--- src/pkg/ats_defs.svh ---
// register offsets, field positions, reset values and timing for the trigger sequencer
`ifndef ATS_DEFS_SVH
`define ATS_DEFS_SVH
// ----------------------------------------
// register offsets (byte addresses)
// ----------------------------------------
`define ATS_REG_CTRL 8'h00
`define ATS_REG_CFG 8'h04
`define ATS_REG_MSCAN 8'h08
`define ATS_REG_CHLEN 8'h0c
`define ATS_REG_POSTCNT 8'h10
`define ATS_REG_TSCAN 8'h14
`define ATS_REG_THRESH 8'h18
`define ATS_REG_STATUS 8'h1c
// ----------------------------------------
// field positions
// ----------------------------------------
`define ATS_CTRL_START 0
`define ATS_CTRL_STOP 1
`define ATS_CFG_SRC 0
`define ATS_CFG_FLOW 4
`define ATS_CFG_TSCAN 8
`define ATS_CFG_RTEXT 9
`define ATS_CFG_THRCH 10
`define ATS_STAT_CHAN 16
// ----------------------------------------
// reset values and responses
// ----------------------------------------
`define ATS_RST_ZERO 32'h0000_0000
`define ATS_RESP_OKAY 2'h0
`define ATS_RESP_SLVERR 2'h2
// ----------------------------------------
// timing and analog scaling
// ----------------------------------------
`define ATS_SYS_HZ 100000000
`define ATS_TSC_HZ 20000000
`define ATS_TSC_DIV (`ATS_SYS_HZ / `ATS_TSC_HZ)
`define ATS_HYST_MV 50
`define ATS_SPAN_MV 20000
`define ATS_CODE_SPAN 65536
`define ATS_HYST_CODE ((`ATS_HYST_MV * `ATS_CODE_SPAN) / `ATS_SPAN_MV)
`endif

--- src/pkg/ats_pkg.sv ---
// types shared by the trigger sequencer modules
`default_nettype none
package ats_pkg;
  typedef enum logic [2:0] {
    ATS_SRC_SW = 3'h0,
    ATS_SRC_DIG_RISE = 3'h1,
    ATS_SRC_DIG_FALL = 3'h2,
    ATS_SRC_THR_RISE = 3'h3,
    ATS_SRC_THR_FALL = 3'h4
  } ats_src_e;
  typedef enum logic [1:0] {
    ATS_FLOW_POST = 2'h0,
    ATS_FLOW_PRE = 2'h1,
    ATS_FLOW_ABOUT = 2'h2
  } ats_flow_e;
  typedef enum logic [3:0] {
    ATS_ST_IDLE = 4'h1,
    ATS_ST_WAIT = 4'h2,
    ATS_ST_ACQ = 4'h4,
    ATS_ST_RETRIG = 4'h8
  } ats_state_e;
  typedef struct packed {
    logic thr_chan;
    logic retrig_ext;
    logic tscan_en;
    ats_flow_e flow;
    ats_src_e src;
  } ats_cfg_s;
  typedef struct packed {
    logic sw;
    logic dig_rise;
    logic dig_fall;
    logic thr_rise;
    logic thr_fall;
  } ats_evt_s;
endpackage
`default_nettype wire

--- src/ats_edge_sync.sv ---
// two-stage synchroniser with single-pulse edge detection for a pin
`timescale 1ns/1ps
`default_nettype none
module ats_edge_sync (
  input wire logic i_clk,
  input wire logic i_rst,
  input wire logic i_pin,
  output logic o_rise,
  output logic o_fall
);
  logic s1_q;
  logic s2_q;
  logic s3_q;

  // only s2_q and later stages feed logic
  always_ff @(posedge i_clk or posedge i_rst) begin
    if (i_rst) begin
      s1_q <= 1'b0;
      s2_q <= 1'b0;
      s3_q <= 1'b0;
    end else begin
      s1_q <= i_pin;
      s2_q <= s1_q;
      s3_q <= s2_q;
    end
  end

  always_ff @(posedge i_clk or posedge i_rst) begin
    if (i_rst) begin
      o_rise <= 1'b0;
      o_fall <= 1'b0;
    end else begin
      o_rise <= s2_q & ~s3_q;
      o_fall <= ~s2_q & s3_q;
    end
  end
endmodule
`default_nettype wire

--- src/ats_threshold.sv ---
// threshold comparator with fixed hysteresis on a selectable analog code
`timescale 1ns/1ps
`default_nettype none
`include "ats_defs.svh"
module ats_threshold (
  input wire logic i_clk,
  input wire logic i_rst,
  input wire logic [15:0] i_ext_code,
  input wire logic [15:0] i_chan_code,
  input wire logic i_sel_chan,
  input wire logic [7:0] i_level,
  output logic o_rise,
  output logic o_fall
);
  logic [15:0] e1_q;
  logic [15:0] e2_q;
  logic [15:0] c1_q;
  logic [15:0] c2_q;
  logic [15:0] e3_q;
  logic [15:0] c3_q;
  logic [15:0] hold_q;
  logic above_q;
  logic [16:0] code;
  logic [16:0] lvl;
  logic [16:0] hi;

  // codes come from converters on their own timing, so both are synchronised
  always_ff @(posedge i_clk or posedge i_rst) begin
    if (i_rst) begin
      e1_q <= '0;
      e2_q <= '0;
      e3_q <= '0;
      c1_q <= '0;
      c2_q <= '0;
      c3_q <= '0;
    end else begin
      e1_q <= i_ext_code;
      e2_q <= e1_q;
      e3_q <= e2_q;
      c1_q <= i_chan_code;
      c2_q <= c1_q;
      c3_q <= c2_q;
    end
  end

  // a word caught mid-change can mix old and new bits; take it only once two samples agree
  always_ff @(posedge i_clk or posedge i_rst) begin
    if (i_rst) begin
      hold_q <= '0;
    end else if (i_sel_chan ? (c2_q == c3_q) : (e2_q == e3_q)) begin
      hold_q <= i_sel_chan ? c2_q : e2_q;
    end
  end

  assign code = {1'b0, hold_q};
  assign lvl = {1'b0, i_level, 8'h00};
  assign hi = lvl + 17'(`ATS_HYST_CODE);

  always_ff @(posedge i_clk or posedge i_rst) begin
    if (i_rst) begin
      above_q <= 1'b0;
      o_rise <= 1'b0;
      o_fall <= 1'b0;
    end else begin
      o_rise <= 1'b0;
      o_fall <= 1'b0;
      if (!above_q && code >= hi) begin
        above_q <= 1'b1;
        o_rise <= 1'b1;
      end else if (above_q && code < lvl) begin
        above_q <= 1'b0;
        o_fall <= 1'b1;
      end
    end
  end
endmodule
`default_nettype wire

--- src/ats_sequencer.sv ---
// trigger and acquisition-mode sequencer with its register slave
//
// Summary of operation
// - start write is the software trigger
// - external edge polarity is selectable
// - threshold crossings give rising or falling events
// - threshold input: external or amplified channel
// - threshold level is an 8-bit code
// - threshold hysteresis is fixed at 50 mV
// - post, pre and about modes are supported
// - post mode accepts any start source
// - post run ends at count or stop
// - triggered scan keeps acquiring on retriggers
// - without triggered scan, channel list loops until the run ends
// - burst of multiscan passes, then wait retrigger
// - pre run ends at post event, sample discarded
// - pre bursts paced by scan counter until event
// - trigger-out high while waiting for trigger
// - scan counter is 24 bits at 20 MHz
// - multiscan count reaches 256 passes
// - retrigger edges during a burst are ignored
`timescale 1ns/1ps
`default_nettype none
`include "ats_defs.svh"
module ats_sequencer #(
  parameter int ADDR_W = 8,
  parameter int CHAN_W = 10,
  parameter int CNT_W = 24,
  parameter int TSC_W = 24
) (
  input wire logic I_SYS_CLK,
  input wire logic I_RST,
  input wire logic I_AWVALID,
  output logic O_AWREADY,
  input wire logic [ADDR_W-1:0] I_AWADDR,
  input wire logic I_WVALID,
  output logic O_WREADY,
  input wire logic [31:0] I_WDATA,
  input wire logic [3:0] I_WSTRB,
  output logic O_BVALID,
  input wire logic I_BREADY,
  output logic [1:0] O_BRESP,
  input wire logic I_ARVALID,
  output logic O_ARREADY,
  input wire logic [ADDR_W-1:0] I_ARADDR,
  output logic O_RVALID,
  input wire logic I_RREADY,
  output logic [31:0] O_RDATA,
  output logic [1:0] O_RRESP,
  input wire logic I_EXT_TRIG,
  input wire logic I_SAMPLE_CLK,
  input wire logic [15:0] I_EXT_ANALOG,
  input wire logic [15:0] I_CHAN_ANALOG,
  output logic [7:0] O_THRESH_CODE,
  output logic O_TRIG_OUT,
  output logic O_CONVERT,
  output logic O_DISCARD,
  output logic O_PRETRIG,
  output logic [CHAN_W-1:0] O_CHAN_IDX,
  output logic O_ACTIVE
);
  import ats_pkg::*;

  localparam int DIV_W = $clog2(`ATS_TSC_DIV);

  if (ADDR_W < 5 || ADDR_W > 32 || CHAN_W < 1 || CHAN_W > 15 || CNT_W < 1 || CNT_W > 32
      || TSC_W < 1 || TSC_W > 32) begin : g_bad_param
    $error("ats_sequencer: parameter out of range");
  end

  // ----------------------------------------
  // register state
  // ----------------------------------------
  ats_cfg_s cfg_q;
  logic [7:0] mscan_q;
  logic [CHAN_W-1:0] chlen_q;
  logic [CNT_W-1:0] postcnt_q;
  logic [TSC_W-1:0] tscan_q;
  logic start_q;
  logic stop_q;
  logic [ADDR_W-1:0] aw_addr_q;
  logic [31:0] w_data_q;
  logic [3:0] w_strb_q;

  // ----------------------------------------
  // sequencer state
  // ----------------------------------------
  ats_state_e state_q;
  logic pretrig_q;
  logic [CHAN_W-1:0] chan_q;
  logic [7:0] pass_q;
  logic [CNT_W-1:0] post_n_q;
  logic [DIV_W-1:0] div_q;
  logic [TSC_W-1:0] tsc_q;

  ats_evt_s ev;
  logic samp;
  logic post_ev;
  logic retrig_ev;
  logic in_run;
  logic waiting;
  logic pre_end;
  logic take;
  logic last_ch;
  logic burst_end;
  logic cnt_done;
  logic use_tsc;
  logic tick;
  logic tsc_exp;
  logic do_wr;
  logic [31:0] wr_new;

  // ----------------------------------------
  // helpers
  // ----------------------------------------
  function automatic logic ats_hit(input ats_src_e src, input ats_evt_s e);
    case (src)
      ATS_SRC_SW: ats_hit = e.sw;
      ATS_SRC_DIG_RISE: ats_hit = e.dig_rise;
      ATS_SRC_DIG_FALL: ats_hit = e.dig_fall;
      ATS_SRC_THR_RISE: ats_hit = e.thr_rise;
      ATS_SRC_THR_FALL: ats_hit = e.thr_fall;
      default: ats_hit = 1'b0;
    endcase
  endfunction

  function automatic logic [31:0] ats_merge(input logic [31:0] old, input logic [31:0] data, input logic [3:0] strb);
    logic [31:0] r;
    r = old;
    for (int i = 0; i < 4; i++) begin
      if (strb[i]) begin
        r[8*i +: 8] = data[8*i +: 8];
      end
    end
    return r;
  endfunction

  function automatic logic ats_mapped(input logic [ADDR_W-1:0] a);
    return a <= ADDR_W'(`ATS_REG_STATUS) && a[1:0] == 2'h0;
  endfunction

  function automatic logic [31:0] ats_rmux(input logic [ADDR_W-1:0] a);
    case (a)
      ADDR_W'(`ATS_REG_CFG): ats_rmux = 32'({cfg_q.thr_chan, cfg_q.retrig_ext, cfg_q.tscan_en, 2'h0, cfg_q.flow,
                                            1'b0, cfg_q.src});
      ADDR_W'(`ATS_REG_MSCAN): ats_rmux = 32'(mscan_q);
      ADDR_W'(`ATS_REG_CHLEN): ats_rmux = 32'(chlen_q);
      ADDR_W'(`ATS_REG_POSTCNT): ats_rmux = 32'(postcnt_q);
      ADDR_W'(`ATS_REG_TSCAN): ats_rmux = 32'(tscan_q);
      ADDR_W'(`ATS_REG_THRESH): ats_rmux = 32'(O_THRESH_CODE);
      ADDR_W'(`ATS_REG_STATUS): ats_rmux = 32'({chan_q, 10'h000, O_TRIG_OUT, pretrig_q, state_q});
      default: ats_rmux = `ATS_RST_ZERO;
    endcase
  endfunction

  // ----------------------------------------
  // register bus: write channel
  // ----------------------------------------
  assign do_wr = !O_AWREADY && !O_WREADY && !O_BVALID;
  assign wr_new = ats_merge(ats_rmux(aw_addr_q), w_data_q, w_strb_q);

  always_ff @(posedge I_SYS_CLK or posedge I_RST) begin
    if (I_RST) begin
      O_AWREADY <= 1'b1;
      O_WREADY <= 1'b1;
      O_BVALID <= 1'b0;
      O_BRESP <= `ATS_RESP_OKAY;
      aw_addr_q <= '0;
      w_data_q <= '0;
      w_strb_q <= '0;
    end else begin
      if (I_AWVALID && O_AWREADY) begin
        aw_addr_q <= I_AWADDR;
        O_AWREADY <= 1'b0;
      end
      if (I_WVALID && O_WREADY) begin
        w_data_q <= I_WDATA;
        w_strb_q <= I_WSTRB;
        O_WREADY <= 1'b0;
      end
      if (do_wr) begin
        O_BVALID <= 1'b1;
        O_BRESP <= ats_mapped(aw_addr_q) ? `ATS_RESP_OKAY : `ATS_RESP_SLVERR;
      end
      if (O_BVALID && I_BREADY) begin
        O_BVALID <= 1'b0;
        O_AWREADY <= 1'b1;
        O_WREADY <= 1'b1;
      end
    end
  end

  // control pulses take effect the cycle after the write commits
  always_ff @(posedge I_SYS_CLK or posedge I_RST) begin
    if (I_RST) begin
      start_q <= 1'b0;
      stop_q <= 1'b0;
    end else begin
      start_q <= do_wr && aw_addr_q == ADDR_W'(`ATS_REG_CTRL) && w_strb_q[0] && w_data_q[`ATS_CTRL_START];
      stop_q <= do_wr && aw_addr_q == ADDR_W'(`ATS_REG_CTRL) && w_strb_q[0] && w_data_q[`ATS_CTRL_STOP];
    end
  end

  always_ff @(posedge I_SYS_CLK or posedge I_RST) begin
    if (I_RST) begin
      cfg_q <= ats_cfg_s'(`ATS_RST_ZERO);
      mscan_q <= '0;
      chlen_q <= '0;
      postcnt_q <= '0;
      tscan_q <= '0;
      O_THRESH_CODE <= '0;
    end else if (do_wr) begin
      case (aw_addr_q)
        ADDR_W'(`ATS_REG_CFG): begin
          cfg_q.src <= ats_src_e'(wr_new[`ATS_CFG_SRC +: 3]);
          cfg_q.flow <= ats_flow_e'(wr_new[`ATS_CFG_FLOW +: 2]);
          cfg_q.tscan_en <= wr_new[`ATS_CFG_TSCAN];
          cfg_q.retrig_ext <= wr_new[`ATS_CFG_RTEXT];
          cfg_q.thr_chan <= wr_new[`ATS_CFG_THRCH];
        end
        ADDR_W'(`ATS_REG_MSCAN): mscan_q <= wr_new[7:0];
        ADDR_W'(`ATS_REG_CHLEN): chlen_q <= wr_new[CHAN_W-1:0];
        ADDR_W'(`ATS_REG_POSTCNT): postcnt_q <= wr_new[CNT_W-1:0];
        ADDR_W'(`ATS_REG_TSCAN): tscan_q <= wr_new[TSC_W-1:0];
        ADDR_W'(`ATS_REG_THRESH): O_THRESH_CODE <= wr_new[7:0];
        default: begin
        end
      endcase
    end
  end

  // ----------------------------------------
  // register bus: read channel
  // ----------------------------------------
  always_ff @(posedge I_SYS_CLK or posedge I_RST) begin
    if (I_RST) begin
      O_ARREADY <= 1'b1;
      O_RVALID <= 1'b0;
      O_RDATA <= `ATS_RST_ZERO;
      O_RRESP <= `ATS_RESP_OKAY;
    end else if (I_ARVALID && O_ARREADY) begin
      O_ARREADY <= 1'b0;
      O_RVALID <= 1'b1;
      O_RDATA <= ats_rmux(I_ARADDR);
      O_RRESP <= ats_mapped(I_ARADDR) ? `ATS_RESP_OKAY : `ATS_RESP_SLVERR;
    end else if (O_RVALID && I_RREADY) begin
      O_RVALID <= 1'b0;
      O_ARREADY <= 1'b1;
    end
  end

  // ----------------------------------------
  // event sources
  // ----------------------------------------
  ats_edge_sync u_ext_edge (
    .i_clk(I_SYS_CLK),
    .i_rst(I_RST),
    .i_pin(I_EXT_TRIG),
    .o_rise(ev.dig_rise),
    .o_fall(ev.dig_fall)
  );

  ats_edge_sync u_samp_edge (
    .i_clk(I_SYS_CLK),
    .i_rst(I_RST),
    .i_pin(I_SAMPLE_CLK),
    .o_rise(samp),
    .o_fall()
  );

  ats_threshold u_thr (
    .i_clk(I_SYS_CLK),
    .i_rst(I_RST),
    .i_ext_code(I_EXT_ANALOG),
    .i_chan_code(I_CHAN_ANALOG),
    .i_sel_chan(cfg_q.thr_chan),
    .i_level(O_THRESH_CODE),
    .o_rise(ev.thr_rise),
    .o_fall(ev.thr_fall)
  );

  assign ev.sw = start_q;
  assign post_ev = ats_hit(cfg_q.src, ev);
  assign in_run = state_q == ATS_ST_ACQ || state_q == ATS_ST_RETRIG;
  assign waiting = state_q == ATS_ST_WAIT || state_q == ATS_ST_RETRIG;
  assign pre_end = cfg_q.flow == ATS_FLOW_PRE && post_ev && in_run;
  assign take = state_q == ATS_ST_ACQ && samp && !pre_end;
  assign last_ch = chan_q == chlen_q;
  assign burst_end = take && last_ch && cfg_q.tscan_en && pass_q == mscan_q;
  assign cnt_done = take && !pretrig_q && postcnt_q != '0 && post_n_q == postcnt_q - CNT_W'(1);
  // pre and about runs never take an external retrigger
  assign use_tsc = cfg_q.tscan_en && (cfg_q.flow != ATS_FLOW_POST || !cfg_q.retrig_ext);
  assign retrig_ev = use_tsc ? tsc_exp : (cfg_q.retrig_ext && ats_hit(cfg_q.src, ev));

  // ----------------------------------------
  // state machine
  // ----------------------------------------
  always_ff @(posedge I_SYS_CLK or posedge I_RST) begin
    if (I_RST) begin
      state_q <= ATS_ST_IDLE;
    end else if (stop_q) begin
      state_q <= ATS_ST_IDLE;
    end else begin
      case (state_q)
        ATS_ST_IDLE: begin
          if (start_q) begin
            state_q <= (cfg_q.flow == ATS_FLOW_POST && cfg_q.src != ATS_SRC_SW) ? ATS_ST_WAIT : ATS_ST_ACQ;
          end
        end
        ATS_ST_WAIT: begin
          if (post_ev) begin
            state_q <= ATS_ST_ACQ;
          end
        end
        ATS_ST_ACQ: begin
          if (pre_end || cnt_done) begin
            state_q <= ATS_ST_IDLE;
          end else if (burst_end) begin
            state_q <= ATS_ST_RETRIG;
          end
        end
        ATS_ST_RETRIG: begin
          if (pre_end) begin
            state_q <= ATS_ST_IDLE;
          end else if (retrig_ev) begin
            state_q <= ATS_ST_ACQ;
          end
        end
        default: state_q <= ATS_ST_IDLE;
      endcase
    end
  end

  // pre-trigger phase flag; about mode switches to post data at the event
  always_ff @(posedge I_SYS_CLK or posedge I_RST) begin
    if (I_RST) begin
      pretrig_q <= 1'b0;
    end else if (state_q == ATS_ST_IDLE) begin
      pretrig_q <= start_q && cfg_q.flow != ATS_FLOW_POST;
    end else if (cfg_q.flow == ATS_FLOW_ABOUT && post_ev && in_run) begin
      pretrig_q <= 1'b0;
    end
  end

  // ----------------------------------------
  // channel list and pass counting
  // ----------------------------------------
  always_ff @(posedge I_SYS_CLK or posedge I_RST) begin
    if (I_RST) begin
      chan_q <= '0;
      pass_q <= '0;
    end else if (state_q != ATS_ST_ACQ) begin
      chan_q <= '0;
      pass_q <= '0;
    end else if (take) begin
      if (last_ch) begin
        chan_q <= '0;
        pass_q <= burst_end ? 8'h00 : pass_q + 8'h01;
      end else begin
        chan_q <= chan_q + CHAN_W'(1);
      end
    end
  end

  always_ff @(posedge I_SYS_CLK or posedge I_RST) begin
    if (I_RST) begin
      post_n_q <= '0;
    end else if (state_q == ATS_ST_IDLE) begin
      post_n_q <= '0;
    end else if (take && !pretrig_q) begin
      post_n_q <= post_n_q + CNT_W'(1);
    end
  end

  // ----------------------------------------
  // triggered scan counter
  // ----------------------------------------
  // a free prescaler gives the 20 MHz tick; the period reloads on expiry so pacing does not drift
  assign tick = div_q == '0;
  assign tsc_exp = tick && tsc_q == '0 && use_tsc && in_run;

  always_ff @(posedge I_SYS_CLK or posedge I_RST) begin
    if (I_RST) begin
      div_q <= '0;
    end else begin
      div_q <= (div_q == DIV_W'(`ATS_TSC_DIV - 1)) ? '0 : div_q + DIV_W'(1);
    end
  end

  always_ff @(posedge I_SYS_CLK or posedge I_RST) begin
    if (I_RST) begin
      tsc_q <= '0;
    end else if (!in_run || !use_tsc) begin
      tsc_q <= tscan_q;
    end else if (tick) begin
      tsc_q <= tsc_exp ? tscan_q : tsc_q - TSC_W'(1);
    end
  end

  // ----------------------------------------
  // outputs
  // ----------------------------------------
  always_ff @(posedge I_SYS_CLK or posedge I_RST) begin
    if (I_RST) begin
      O_TRIG_OUT <= 1'b0;
      O_CONVERT <= 1'b0;
      O_DISCARD <= 1'b0;
      O_PRETRIG <= 1'b0;
      O_CHAN_IDX <= '0;
      O_ACTIVE <= 1'b0;
    end else begin
      O_TRIG_OUT <= waiting;
      O_CONVERT <= take || pre_end;
      O_DISCARD <= pre_end;
      O_PRETRIG <= pretrig_q;
      O_CHAN_IDX <= chan_q;
      O_ACTIVE <= state_q != ATS_ST_IDLE;
    end
  end
endmodule
`default_nettype wire

--- config.mk ---
export PLATFORM = sky130hd
export DESIGN_NAME = ats_sequencer
export DESIGN_NICKNAME = d
export VERILOG_FILES = /design/src/pkg/ats_pkg.sv /design/src/ats_edge_sync.sv /design/src/ats_threshold.sv /design/src/ats_sequencer.sv
export VERILOG_INCLUDE_DIRS = /design/src /design/src/pkg
export SDC_FILE = /design/constraint.sdc
export NUM_CORES = 1
export LEC_CHECK = 0
export ABC_AREA = 1
export BUFFER_PORTS_ARGS = -buffer_cell sky130_fd_sc_hd__buf_2
export CAP_MARGIN = 25
export CORE_UTILIZATION = 55
export DETAILED_ROUTE_END_ITERATION = 6
export GPL_TIMING_DRIVEN = 0
export HOLD_SLACK_MARGIN = 0.08
export PLACE_DENSITY_LB_ADDON = 0.3
export REMOVE_ABC_BUFFERS = 1
export SYNTH_ARGS = -nofsm -noshare
export SYNTH_HDL_FRONTEND = slang
export SYNTH_SLANG_ARGS = --single-unit
--- constraint.sdc ---
create_clock -name I_SYS_CLK -period 15.95 [get_ports I_SYS_CLK]
set_input_delay 1.595 -clock I_SYS_CLK [delete_from_list [all_inputs] [get_ports I_SYS_CLK]]
set_output_delay 1.595 -clock I_SYS_CLK [all_outputs]
set_load 0.05 [all_outputs]
==> results of run 1 <==
-- layout by cell type, fill, tap and decap left out, types with 5 or more instances in the layout --
cell / instances
sky130_fd_sc_hd__ha_1: 17
sky130_fd_sc_hd__conb_1: 8
sky130_fd_sc_hd__clkbuf_1: 6
sky130_fd_sc_hd__nand3_1: 81
sky130_fd_sc_hd__or2_2: 6
sky130_fd_sc_hd__nand4_1: 27
sky130_fd_sc_hd__nor4_1: 5
sky130_fd_sc_hd__o21ai_1: 20
sky130_fd_sc_hd__o22ai_1: 57
sky130_fd_sc_hd__clkbuf_8: 7
sky130_fd_sc_hd__xnor2_1: 27
sky130_fd_sc_hd__nor2_1: 175
sky130_fd_sc_hd__nor2_2: 8
sky130_fd_sc_hd__inv_1: 251
sky130_fd_sc_hd__a31oi_1: 5
sky130_fd_sc_hd__clkinv_2: 8
sky130_fd_sc_hd__dfrtp_1: 361
sky130_fd_sc_hd__clkbuf_16: 40
sky130_fd_sc_hd__buf_2: 140
sky130_fd_sc_hd__o21ai_0: 164
sky130_fd_sc_hd__xor2_1: 44
sky130_fd_sc_hd__inv_2: 12
sky130_fd_sc_hd__nand2_1: 496
sky130_fd_sc_hd__nor3_2: 9
sky130_fd_sc_hd__a221oi_1: 9
sky130_fd_sc_hd__buf_16: 5
sky130_fd_sc_hd__nand3b_1: 10
sky130_fd_sc_hd__nand3_2: 5
sky130_fd_sc_hd__a21oi_1: 54
sky130_fd_sc_hd__nor2_4: 5
sky130_fd_sc_hd__nor3_1: 33
sky130_fd_sc_hd__mux2_2: 29
sky130_fd_sc_hd__o211ai_1: 23
sky130_fd_sc_hd__nand2_2: 7
-- per-layer routing --
metal  vias up  GRT usage  share of wire
met2       526      0.485           0.47
met3       123     0.0530          0.067
li1       6974          -              -
met4         0      0.141          0.050
met5         -          0              0
met1      7050      0.383           0.41
-- flip-flops by register name, summed over array words and instances (netlist names), 10 cells and up --
register      cells
O_CHAN_IDX       10
O_RDATA          26
chan_q           10
chlen_q          10
post_n_q         24
postcnt_q        24
tsc_q            24
tscan_q          24
u_thr.c1_q       16
u_thr.c2_q       16
u_thr.c3_q       16
u_thr.e1_q       16
u_thr.e2_q       16
u_thr.e3_q       16
u_thr.hold_q     16
w_data_q         24
-- metrics by stage --
| stage | cells | hold WS, ns | util |
|---|---|---|---|
| 3_5_place_dp | 2552 | 0.335 | 0.594 |
| 3_3_place_gp | 2543 | 0.332 | 0.587 |
| 5_1_grt | 2623 | 0.352 | 0.634 |
| 4_1_cts | 2622 | 0.347 | 0.634 |
| 2_1_floorplan | 2002 | 0.331 | - |
| 6_report | 2623 | 0.346 | 0.634 |
-- worst paths after layout --
| kind | cells past startpoint | slack (ns) | to | start |
|---|---|---|---|---|
| worst max-delay path | 9 | 12.41 | O_RDATA[5]$_DFFE_PP0P_ | I_ARADDR[0] |
| worst min-delay path | 0 | 0.35 | u_thr.c2_q[13]$_DFF_PP0_ | u_thr.c1_q[13]$_DFF_PP0_ |
| worst max register to register | 11 | 12.92 | tsc_q[23]$_DFFE_PP0P_ | state_q[1]$_DFFE_PP0P_ |
| worst min register to register | 0 | 0.35 | u_thr.c2_q[13]$_DFF_PP0_ | u_thr.c1_q[13]$_DFF_PP0_ |
| max in group asynchronous | 3 | 13.52 | post_n_q[20]$_DFFE_PP0P_ | I_RST |
| min in group asynchronous | 2 | 1.22 | aw_addr_q[5]$_DFFE_PP0P_ | I_RST |
-- critical path: stages --
cell                        delay (ns)
sky130_fd_sc_hd__buf_2            0.08
sky130_fd_sc_hd__or2_1            0.24
sky130_fd_sc_hd__nor3_1           0.11
sky130_fd_sc_hd__nand2_1          0.77
sky130_fd_sc_hd__inv_1            0.23
sky130_fd_sc_hd__a221oi_1         0.41
sky130_fd_sc_hd__o2111ai_1        0.31
sky130_fd_sc_hd__nand2_1          0.14
sky130_fd_sc_hd__nand2_1          0.06
-- power breakdown --
| part | switching, mW | internal [mW] | leakage (nW) |
|---|---|---|---|
| logic | 0.432 | 0.203 | 4.48 |
| registers | 0.0789 | 1.02 | 4.73 |
| clock network | 0.373 | 0.512 | 0.624 |
| total | 0.884 | 1.73 | 9.84 |
-- kinds of logic after synthesis --
kind of cell	after synthesis	share of synthesized area
buf+inv	331	0.0763
fa+ha+maj	17	0.0121
compound gates	363	0.119
simple gates	881	0.219
other cells	1	0.000213
mux	29	0.0186
xor+xnor	71	0.0354
flops	365	0.520
-- layout make-up --
class	count	area (um^2)
clock inverters	17	145
flip-flops and latches	365	9140
multi-input cells	1369	7150
clock buffers	53	1120
well taps	402	503
fillers	2673	11500
inverters	268	1020
repair buffers	149	887
==> results.txt, run 1 <==
- Most frequent cells after synthesis: sky130_fd_sc_hd__nand2_1 (497), sky130_fd_sc_hd__dfrtp_1 (361), sky130_fd_sc_hd__inv_1 (252), sky130_fd_sc_hd__nor2_1 (176), sky130_fd_sc_hd__o21ai_0 (164)
* Total via count in the routed design: 14.7k
- Pins Over Slew Limit: 0
* Number of flops mapped to enable cells by yosys: 0
- Net total in the final layout: around 2.3k
- Hold/Removal Path Class: flip-flop to flip-flop
- Cell type contributing the most total cell area after synthesis: sky130_fd_sc_hd__dfrtp_1
- RePlAce Congestion: between 0.9 and 1
- For the worst-skew pair, the clock arrives at the later sink with an insertion delay of 0.54 ns.
- Summed over all layers, the routed wires come to 47.7 mm.
- Cells resized by post-CTS repair: 0
- In the final timing run, aggregate negative setup slack is 0 ns.
* Maximum resistive drop on vdd: approximately 120 uV
- CTS clk-pin slew, worst paths: 0.06 ns
- Starting Density: 0.559
* Initial antenna violation count: 0
* Core area: 31500 um^2
- Number of cell rows: 65
- Setup repair after global routing left no endpoint under its margin.
* Post-place setup slack: 12.02 ns
- Slew at the pin with the worst max-slew slack: ~1.1 ns
* Ports placed on the boundary: 157
* Cell types with the largest area share after synthesis: sky130_fd_sc_hd__dfrtp_1 (51%), sky130_fd_sc_hd__nand2_1 (11%), sky130_fd_sc_hd__inv_1 (5.4%), sky130_fd_sc_hd__o21ai_0 (4.7%), sky130_fd_sc_hd__nor2_1 (3.8%)
* Avg WL per Cell: roughly 18 um
- Hold repair after CTS inserted 0 buffers.
- Count of antenna-violating nets left after detailed routing: 0
- The first global-routing pass estimated 75.5 mm of wire.
- Worst Path Required: approximately 16 ns
* Overall power of the completed layout: 2.62 mW
- The number of hold violations in the final report is 0.
- Clock Tree Root: sky130_fd_sc_hd__clkbuf_16
* Areal power density over the cells: approximately 130 nW/um^2
- Estimated wirelength of the detail-placed design: ~35 mm
- Entering global routing, the biggest net connects roughly 130 pins.
- Total setup buffers inserted after CTS: 0
* Post-route cell area: around 20000 um^2
* Netlist Area Pre-Place: 17600 um^2
- The share of synthesized area in the top cell type comes to 0.514.
* Outcome: finished clean
- In the routed design, unresolved DRC markers number 0.
- Buffers inserted during clock tree synthesis total 39.
- Yosys printed 0 warnings.
- 0 antenna diodes ended up in the layout.
- TritonCTS built the clock tree.
* Number of failing setup endpoints in the final timing report: 0
* Relative slew margins: 0.280
- Vias per inst: 5.59
- Synth Instances: 2058
- By startpoint and endpoint, the worst setup path is classified as input port to flip-flop.
* Minimum period implied by the final worst setup slack: 3.54 ns
- Die ar.: 32700 um^2
* Chip Height: 181 um
* Maximum net fanout on the critical path: 22
- Clock sink count: approximately 370
* Critical Path End Type: flip-flop
- Element type at the critical path start: input port
- H-tree levels: 2
* Width of the die: 181 um
- In this run the static leakage power is around 9.8 nW.
* Critical path data arrival time: 3.96 ns
- Share of flip-flops with an asynchronous set or reset after synthesis: 1.00
- Share of cells above drive strength 1: 0.141
* Flop and latch count out of synthesis: 365
- Fmax: ~280 MHz
- Clock skew on the completed layout was measured at 0.0228 ns.
* Cell Area, Placed: 18700 um^2
* Proportion of synthesized chip area in sequential cells: 0.520
- Setup slack on the critical path of the routed design comes to 12.41 ns.
- Library cell with the highest instance count after synthesis: sky130_fd_sc_hd__nand2_1
- Port-buffer cells: 139
- Total global routing overflow: 0
* GR Util All Layers: 0.296
- Among all flip-flop cells after synthesis, the most frequent one is sky130_fd_sc_hd__dfrtp_1.
- No sink is reached through more buffers than the 3 on the longest clock path.
- Post-Synthesis Mean Instance Area: 8.55 um^2
* Area delta synth->final: 13.5%
* Detailed Route Iter0 Violations: 1248
* Number of detailed-route iterations in the first pass: 5
- Number of unique standard cell types used by synthesis: 62
- Via count of the first global-routing pass: about 14k
* Final cycle utilization of the critical path: 0.222
- The tool flagged a number of max-cap violations equal to 0.
Power figures use the tool's default switching activity.
==> run 2, diff against run 1 <==
==> constraint.sdc (replaced) <==
create_clock -name I_SYS_CLK -period 3.63 [get_ports I_SYS_CLK]
set_input_delay 0.363 -clock I_SYS_CLK [delete_from_list [all_inputs] [get_ports I_SYS_CLK]]
set_output_delay 0.363 -clock I_SYS_CLK [all_outputs]
set_load 0.05 [all_outputs]
==> results.txt, run 2 (synthesis results as in run 1) <==
- Summed over all cells, the static leakage comes to 10.1 nW.
- Of the total power, the share spent switching nets is 0.338.
- Minimum period implied by the final worst setup slack: 3.02 ns
- End point of the critical path: tsc_q[23]$_DFFE_PP0P_
- Total global routing overflow: 0
* Sequential group share of total power: 0.416
- Counting along the longest clock path gives a buffer depth of 3.
- Starting Density: 0.559
* Worst-case setup margin in the final layout: 0.607 ns
- Of the total power, the clock network draws 0.337.
* H-tree levels: 2
* Slew at the pin with the worst max-slew slack: ~1.1 ns
- Share of cells above drive strength 1: 0.137
* Avg WL per Cell: 18.4 um
* Clock sink count: about 370
- O_RDATA holds more flip-flops than any other register.
* Top library cells by usage in the layout, fill and taps aside: sky130_fd_sc_hd__nand2_1 (496), sky130_fd_sc_hd__dfrtp_1 (361), sky130_fd_sc_hd__inv_1 (251)
* Share of total power in combinational logic: 0.246
- Area delta synth->final: 17.0%
* Port-buffer cells: 139
* Worst Path Required: 4.03 ns
- After legalization and detailed placement, the total HPWL measured 35.4 mm.
* Wire length of the first global-routing pass: 78.1 mm
- Critical Path End Type: flip-flop
- In this run the clock root is driven by a sky130_fd_sc_hd__clkbuf_16.
* Vias per inst: 5.54
* Max-cap violation count: 0
- Critical path data arrival time: 3.42 ns
- Fill cells: 2569
- After floorplanning, the core was sized to cover 31500 um^2.
* Hold/Removal Path Class: input port to flip-flop
- Maximum net fanout on the critical path: 24
- GR Util All Layers: 0.307
- Width of the die: 181 um
- Maximum resistive drop on vdd: 517 uV
- Worst setup path class: flip-flop to flip-flop
- After the first detailed-routing iteration, the DRC count stood at 1301.
- The via count of the first global-routing pass was 14.7k.
- Most common cell after layout, fill and taps aside: sky130_fd_sc_hd__nand2_1
- RePlAce Congestion: between 0.9 and 1
- The worst register-to-register path begins at state_q[1]$_DFFE_PP0P_.
- Worst setup path startpoint: state_q[1]$_DFFE_PP0P_
- The finished cells cover 20600 um^2.
- Die ar.: about 33000 um^2
- Setup repair after global routing left no endpoint under its margin.
- Final number of hold-violating endpoints: 0
- Clk Latency, worst-skew pair: between 0.5 and 0.6 ns
* Cell Area, Placed: about 19000 um^2
- The floorplan has 65 rows.
* Cell internal power dissipation: 7.66 mW
- The number of gates resized after CTS was 0.
- Initial antenna violation count: 0
- The register with the most flip-flops in the layout has 26 of them.
* Critical R2R Capture: tsc_q[23]$_DFFE_PP0P_
- Number of failing setup endpoints in the final timing report: 0
- After detailed routing, the number of remaining DRC violations is 0.
- Final cycle utilization of the critical path: 0.833
* Switching Power: about 3.9 mW
- Clock tree from TritonCTS: yes
* CTS clk-pin slew, worst paths: 0.07 ns
- Worst Clk Skew: 0.0215 ns
* Ports placed on the boundary: 157
- Entering global routing, the biggest net connects 132 pins.
- Counting instances, the worst hold path has a depth of 2.
- Number of cell instances on the worst register-to-register path: 11
* Element type at the critical path start: flip-flop
- Outcome: finished clean
- Post-place setup slack: 0.612 ns
- The setup check on the worst reg-to-reg path leaves a slack of 0.61 ns.
* Relative slew margins: 0.276
* Areal power density over the cells: 563 nW/um^2
* Pins Over Slew Limit: 0
- Chip Height: 181 um
* Net total in the final layout: 2364
- CTS buffer count: 39
- Number of detailed-route iterations in the first pass: 6
* Total via count in the routed design: 14.9k
- Antenna diode count: 0
- Final Routed Wirelength: between 40 and 50 mm
- The multi-input combinational cells in the finished layout cover a total of approximately 7000 um^2.
- Sequential cell area: 9140 um^2
- Count of antenna-violating nets left after detailed routing: 0
* Fmax: 331 MHz
- For the final routed database, the setup TNS stands at 0 ns.
==> run 2: cell types whose count changed in the layout (fill, tap and decap cells not counted) <==
| cell | change |
|---|---|
| sky130_fd_sc_hd__dlygate4sd3_1 | +62 |
==> run 2: worst min path at each step <==
stage | start | end | slack (ns)
after global placement | u_thr.e1_q[5]$_DFF_PP0_ | u_thr.e2_q[5]$_DFF_PP0_ | 0.33
final | I_WDATA[22] | w_data_q[22]$_DFFE_PP0P_ | 0.10
after global routing | I_WDATA[22] | w_data_q[22]$_DFFE_PP0P_ | 0.1
after detailed placement | u_thr.c1_q[4]$_DFF_PP0_ | u_thr.c2_q[4]$_DFF_PP0_ | 0.33
after floorplan | u_ext_edge.s1_q$_DFF_PP0_ | u_ext_edge.s2_q$_DFF_PP0_ | 0.33
after CTS | I_WDATA[7] | w_data_q[7]$_DFFE_PP0P_ | 0.09
==> run 2: power groups by stage <==
stage | registers, mW | clock network [mW] | logic, mW
after global routing | 4.86 | 4.14 | 3.15
after global placement | 4.87 | 0 | 2.63
after CTS | 4.81 | 3.97 | 2.82
final | 4.82 | 3.91 | 2.85
after detailed placement | 4.88 | 0 | 2.75
after floorplan | 4.92 | 0 | 1.83
==> run 2: repair_timing <==
item / CTS / global route
hold buffers: 62 / 0
endpoints found under the hold margin: 178 / 0
buffers inserted: 0 / 0
setup endpoints to repair: 0 / 0
==> run 2: area by class of cell <==
class | instances | area share
multi-input cells | 1369 | 0.347
clock inverters | 17 | 0.00705
clock buffers | 53 | 0.0544
inverters | 268 | 0.0497
repair buffers | 211 | 0.0732
flip-flops and latches | 365 | 0.444
well taps | 402 | 0.0244
==> run 2: layer usage <==
| layer | global-route usage | vias to the layer above | share of wire |
|---|---|---|---|
| li1 | - | 7100 | - |
| met3 | 0.0550 | 117 | 0.064 |
| met2 | 0.514 | 528 | 0.48 |
| met5 | 0 | - | 0 |
| met4 | 0.142 | 0 | 0.046 |
| met1 | 0.387 | 7126 | 0.41 |
==> run 2: stage by stage <==
stage / instances / hold WS, ns / utilization / total power, mW
after floorplan: 2002 / 0.331 / - / 6.75
after global placement: 2543 / 0.332 / 0.587 / 7.50
after global routing: 2685 / 0.0967 / 0.654 / 12.1
after CTS: 2684 / 0.0855 / 0.654 / 11.6
after detailed placement: 2552 / 0.335 / 0.594 / 7.63
final: 2685 / 0.100 / 0.654 / 11.6
==> run 2: worst max-delay path: stages (launching register included) <==
cell,delay [ns]
sky130_fd_sc_hd__dfrtp_1,0.41
sky130_fd_sc_hd__nor2_2,0.18
sky130_fd_sc_hd__nand3_4,0.24
sky130_fd_sc_hd__inv_2,0.27
sky130_fd_sc_hd__nor2_1,0.14
sky130_fd_sc_hd__inv_2,0.09
sky130_fd_sc_hd__nand2_1,0.17
sky130_fd_sc_hd__a21oi_2,0.63
sky130_fd_sc_hd__buf_16,0.23
sky130_fd_sc_hd__inv_1,0.18
sky130_fd_sc_hd__o211ai_1,0.24
sky130_fd_sc_hd__o21ai_1,0.10
==> run 3, diff against run 2 <==
--- a/config.mk
+++ b/config.mk
@@ -9,7 +9,7 @@
 export ABC_AREA = 1
 export BUFFER_PORTS_ARGS = -buffer_cell sky130_fd_sc_hd__buf_2
 export CAP_MARGIN = 25
-export CORE_UTILIZATION = 55
+export CORE_UTILIZATION = 54
 export DETAILED_ROUTE_END_ITERATION = 6
 export GPL_TIMING_DRIVEN = 0
 export HOLD_SLACK_MARGIN = 0.08
==> constraint.sdc (replaced) <==
create_clock -name I_SYS_CLK -period 2.5 [get_ports I_SYS_CLK]
set_input_delay 0.25 -clock I_SYS_CLK [delete_from_list [all_inputs] [get_ports I_SYS_CLK]]
set_output_delay 0.25 -clock I_SYS_CLK [all_outputs]
set_load 0.05 [all_outputs]
==> results.txt, run 3 (synthesis results as in run 1) <==
* Outcome: finished clean
- Among all stages on the critical path, the largest delay is contributed by sky130_fd_sc_hd__dfrtp_1.
- Die ar.: 33300 um^2
* Overall power of the completed layout: about 17 mW
- Slew at the pin with the worst max-slew slack: 0.885 ns
- Clock tree synthesis inserted a total of 39 buffers.
* Number of cell rows: 65
- Final Routed Wirelength: 50.6 mm
* Number of failing setup endpoints in the final timing report: 0
* Fill cells: between 2k and 3k
- The count of buffers added on input and output ports is 139.
* RePlAce Congestion: 0.969
- Hold/Removal Path Class: input port to flip-flop
- Final number of hold-violating endpoints: 0
* Cell mode on critical path: sky130_fd_sc_hd__nand3b_1
- Net total in the final layout: 2390
- Post-route cell area: 21100 um^2
- The number of slew-limit violations in the final report was 0.
* Count of unresolved DRC violations after routing: 0
* Top library cells by usage in the layout, fill and taps aside: sky130_fd_sc_hd__nand2_1 (487), sky130_fd_sc_hd__dfrtp_1 (361), sky130_fd_sc_hd__inv_1 (247)
* Finished Core Util: 0.663
* Sequential cell area: roughly 9100 um^2
- Estimated wirelength of the detail-placed design: 35.5 mm
* Critical Path End Type: flip-flop
* Most common cell after layout, fill and taps aside: sky130_fd_sc_hd__nand2_1
- Total global routing overflow: 0
* Antenna diode count: 0
- Ports placed on the boundary: 157
- Worst-case setup margin in the final layout: 0.149 ns
* Count of antenna-violating nets left after detailed routing: 0
- The tool flagged a number of max-cap violations equal to 0.
- Clock sink count: 365
* Element type at the critical path start: flip-flop
- Clock Tree Root: sky130_fd_sc_hd__clkbuf_16
* Critical path data arrival time: 2.75 ns
- Chip Height: 182 um
- Detailed Route Iter0 Violations: 1281
* Worst Clk Skew: 0.0192 ns
- No sink is reached through more buffers than the 3 on the longest clock path.
- The smallest clock period supported by the final layout is computed as 2.35 ns.
* Initial antenna violation count: 0
* Starting Density: 0.553
* Slowest cell delay on critical path: 0.61 ns
* Multi-input combinational cell area: 7290 um^2
* Clock tree from TritonCTS: yes
- Avg WL per Cell: around 18 um
* Worst reg2reg setup slack: 0.15 ns
- Core area: between 30000 and 40000 um^2
- Counting tap cells, the placed design contains a total of 2587 instances.
- Relative slew margins: 0.408
- The H-tree generated during clock tree synthesis spans 2 levels.
- Pin count of the biggest net entering global routing: 110
* Vias per inst: 5.53
- Fmax: 425 MHz
- After clock tree synthesis, the clock-pin slew on the worst setup and hold paths is ~0.070 ns.
- Cell Area, Placed: 18800 um^2
* Areal power density over the cells: 824 nW/um^2
- Max FFs per register: 26
- Final std cells w/o fill: 2744
- Share of cells above drive strength 1: 0.153
- Wire length of the first global-routing pass: 80.2 mm
- Final cycle utilization of the critical path: 0.941
- Post-place setup slack: -0.495 ns
- The critical path is of the flip-flop to flip-flop type.
- Worst Path Required: 2.90 ns
* Top delay family on crit path: simple AND/OR/NAND/NOR gates
- Across the VDD grid, the largest voltage drop is approximately 590 uV.
- Cells traversed along the worst timing path: nand3b_1 -> nand3_1 -> nand2_2 -> nand3_2 -> nand3_4 -> inv_2 -> nand2_1 -> nor2_1 -> nand4_1 -> nand3b_1 -> o31ai_1
- Via count of the first global-routing pass: 15.0k
- The number of buffers and inverters on the critical path is 1.
* Number of detailed-route iterations in the first pass: 7
- Of all nets on the critical path, the largest fanout is 15.
- Area delta synth->final: 19.9%
- Width of the die: 182 um
- The clock reaches the later pin of the worst-skew pair after 0.53 ns.
- For this block, the via count after detailed routing is 15.2k.
- GR Util All Layers: 0.311
* Top register by number of flip-flops: O_RDATA
- The analysis attributes to cell leakage a power of 10.3 nW.
- Setup repair after global routing left no endpoint under its margin.
==> run 3: final cells by class <==
type	count	share of cell area
clock inverters	18	0.00997
clock buffers	52	0.0529
flip-flops and latches	365	0.433
repair buffers	236	0.0836
well taps	435	0.0258
multi-input cells	1370	0.346
inverters	268	0.0488
==> run 3: worst register-to-register path: cells and delay by family, from the launching register on <==
| family | cells | cell delay, ns |
|---|---|---|
| and+or+nand+nor | 9 | 1.34 |
| DFF | 1 | 0.61 |
| buffers and inverters | 1 | 0.21 |
| AOI/OAI and AO/OA | 1 | 0.08 |
==> run 3: where the power goes <==
group          switching [mW]  internal [mW]
clock network            2.40           3.56
registers               0.502           6.50
logic                    2.90           1.52
==> run 3: final timing paths <==
path / cells past startpoint / to / from
worst max-delay path: 11 / state_q[2]$_DFFE_PP0P_ / cfg_q[1]$_DFFE_PP0P_
worst min-delay path: 7 / O_RRESP[1]$_DFFE_PP0P_ / I_ARADDR[7]
worst max register to register: 11 / state_q[2]$_DFFE_PP0P_ / cfg_q[1]$_DFFE_PP0P_
worst min register to register: 0 / u_samp_edge.s2_q$_DFF_PP0_ / u_samp_edge.s1_q$_DFF_PP0_
max in group asynchronous: 6 / O_ARREADY$_DFFE_PP1P_ / I_RST
min in group asynchronous: 3 / aw_addr_q[7]$_DFFE_PP0P_ / I_RST
==> run 3: per-stage QoR <==
stage | hold WS [ns] | TNS, ns
6_report | 0.178 | 0
5_1_grt | 0.202 | 0
4_1_cts | 0.158 | 0
3_5_place_dp | 0.335 | -11.59
3_3_place_gp | 0.331 | -4228.10
2_1_floorplan | 0.281 | -2866.11
==> run 3: routing by layer <==
| metal | global-route usage | vias to the layer above | routed length, um |
|---|---|---|---|
| met2 | 0.538 | 600 | 24700 |
| met5 | 0 | - | 0 |
| met3 | 0.0463 | 129 | 3570 |
| met1 | 0.394 | 7304 | 20200 |
| met4 | 0.118 | 0 | 2130 |
| li1 | - | 7154 | - |
==> run 3: repair_timing <==
item                                    4_1_cts  5_1_grt
setup buffers                                 2        7
gates resized for setup                      13       31
cloned                                        1        0
endpoints found under the setup margin       91       90
hold buffers                                 77        0
hold endpoints to repair                    144        0
pin swaps                                     2        5
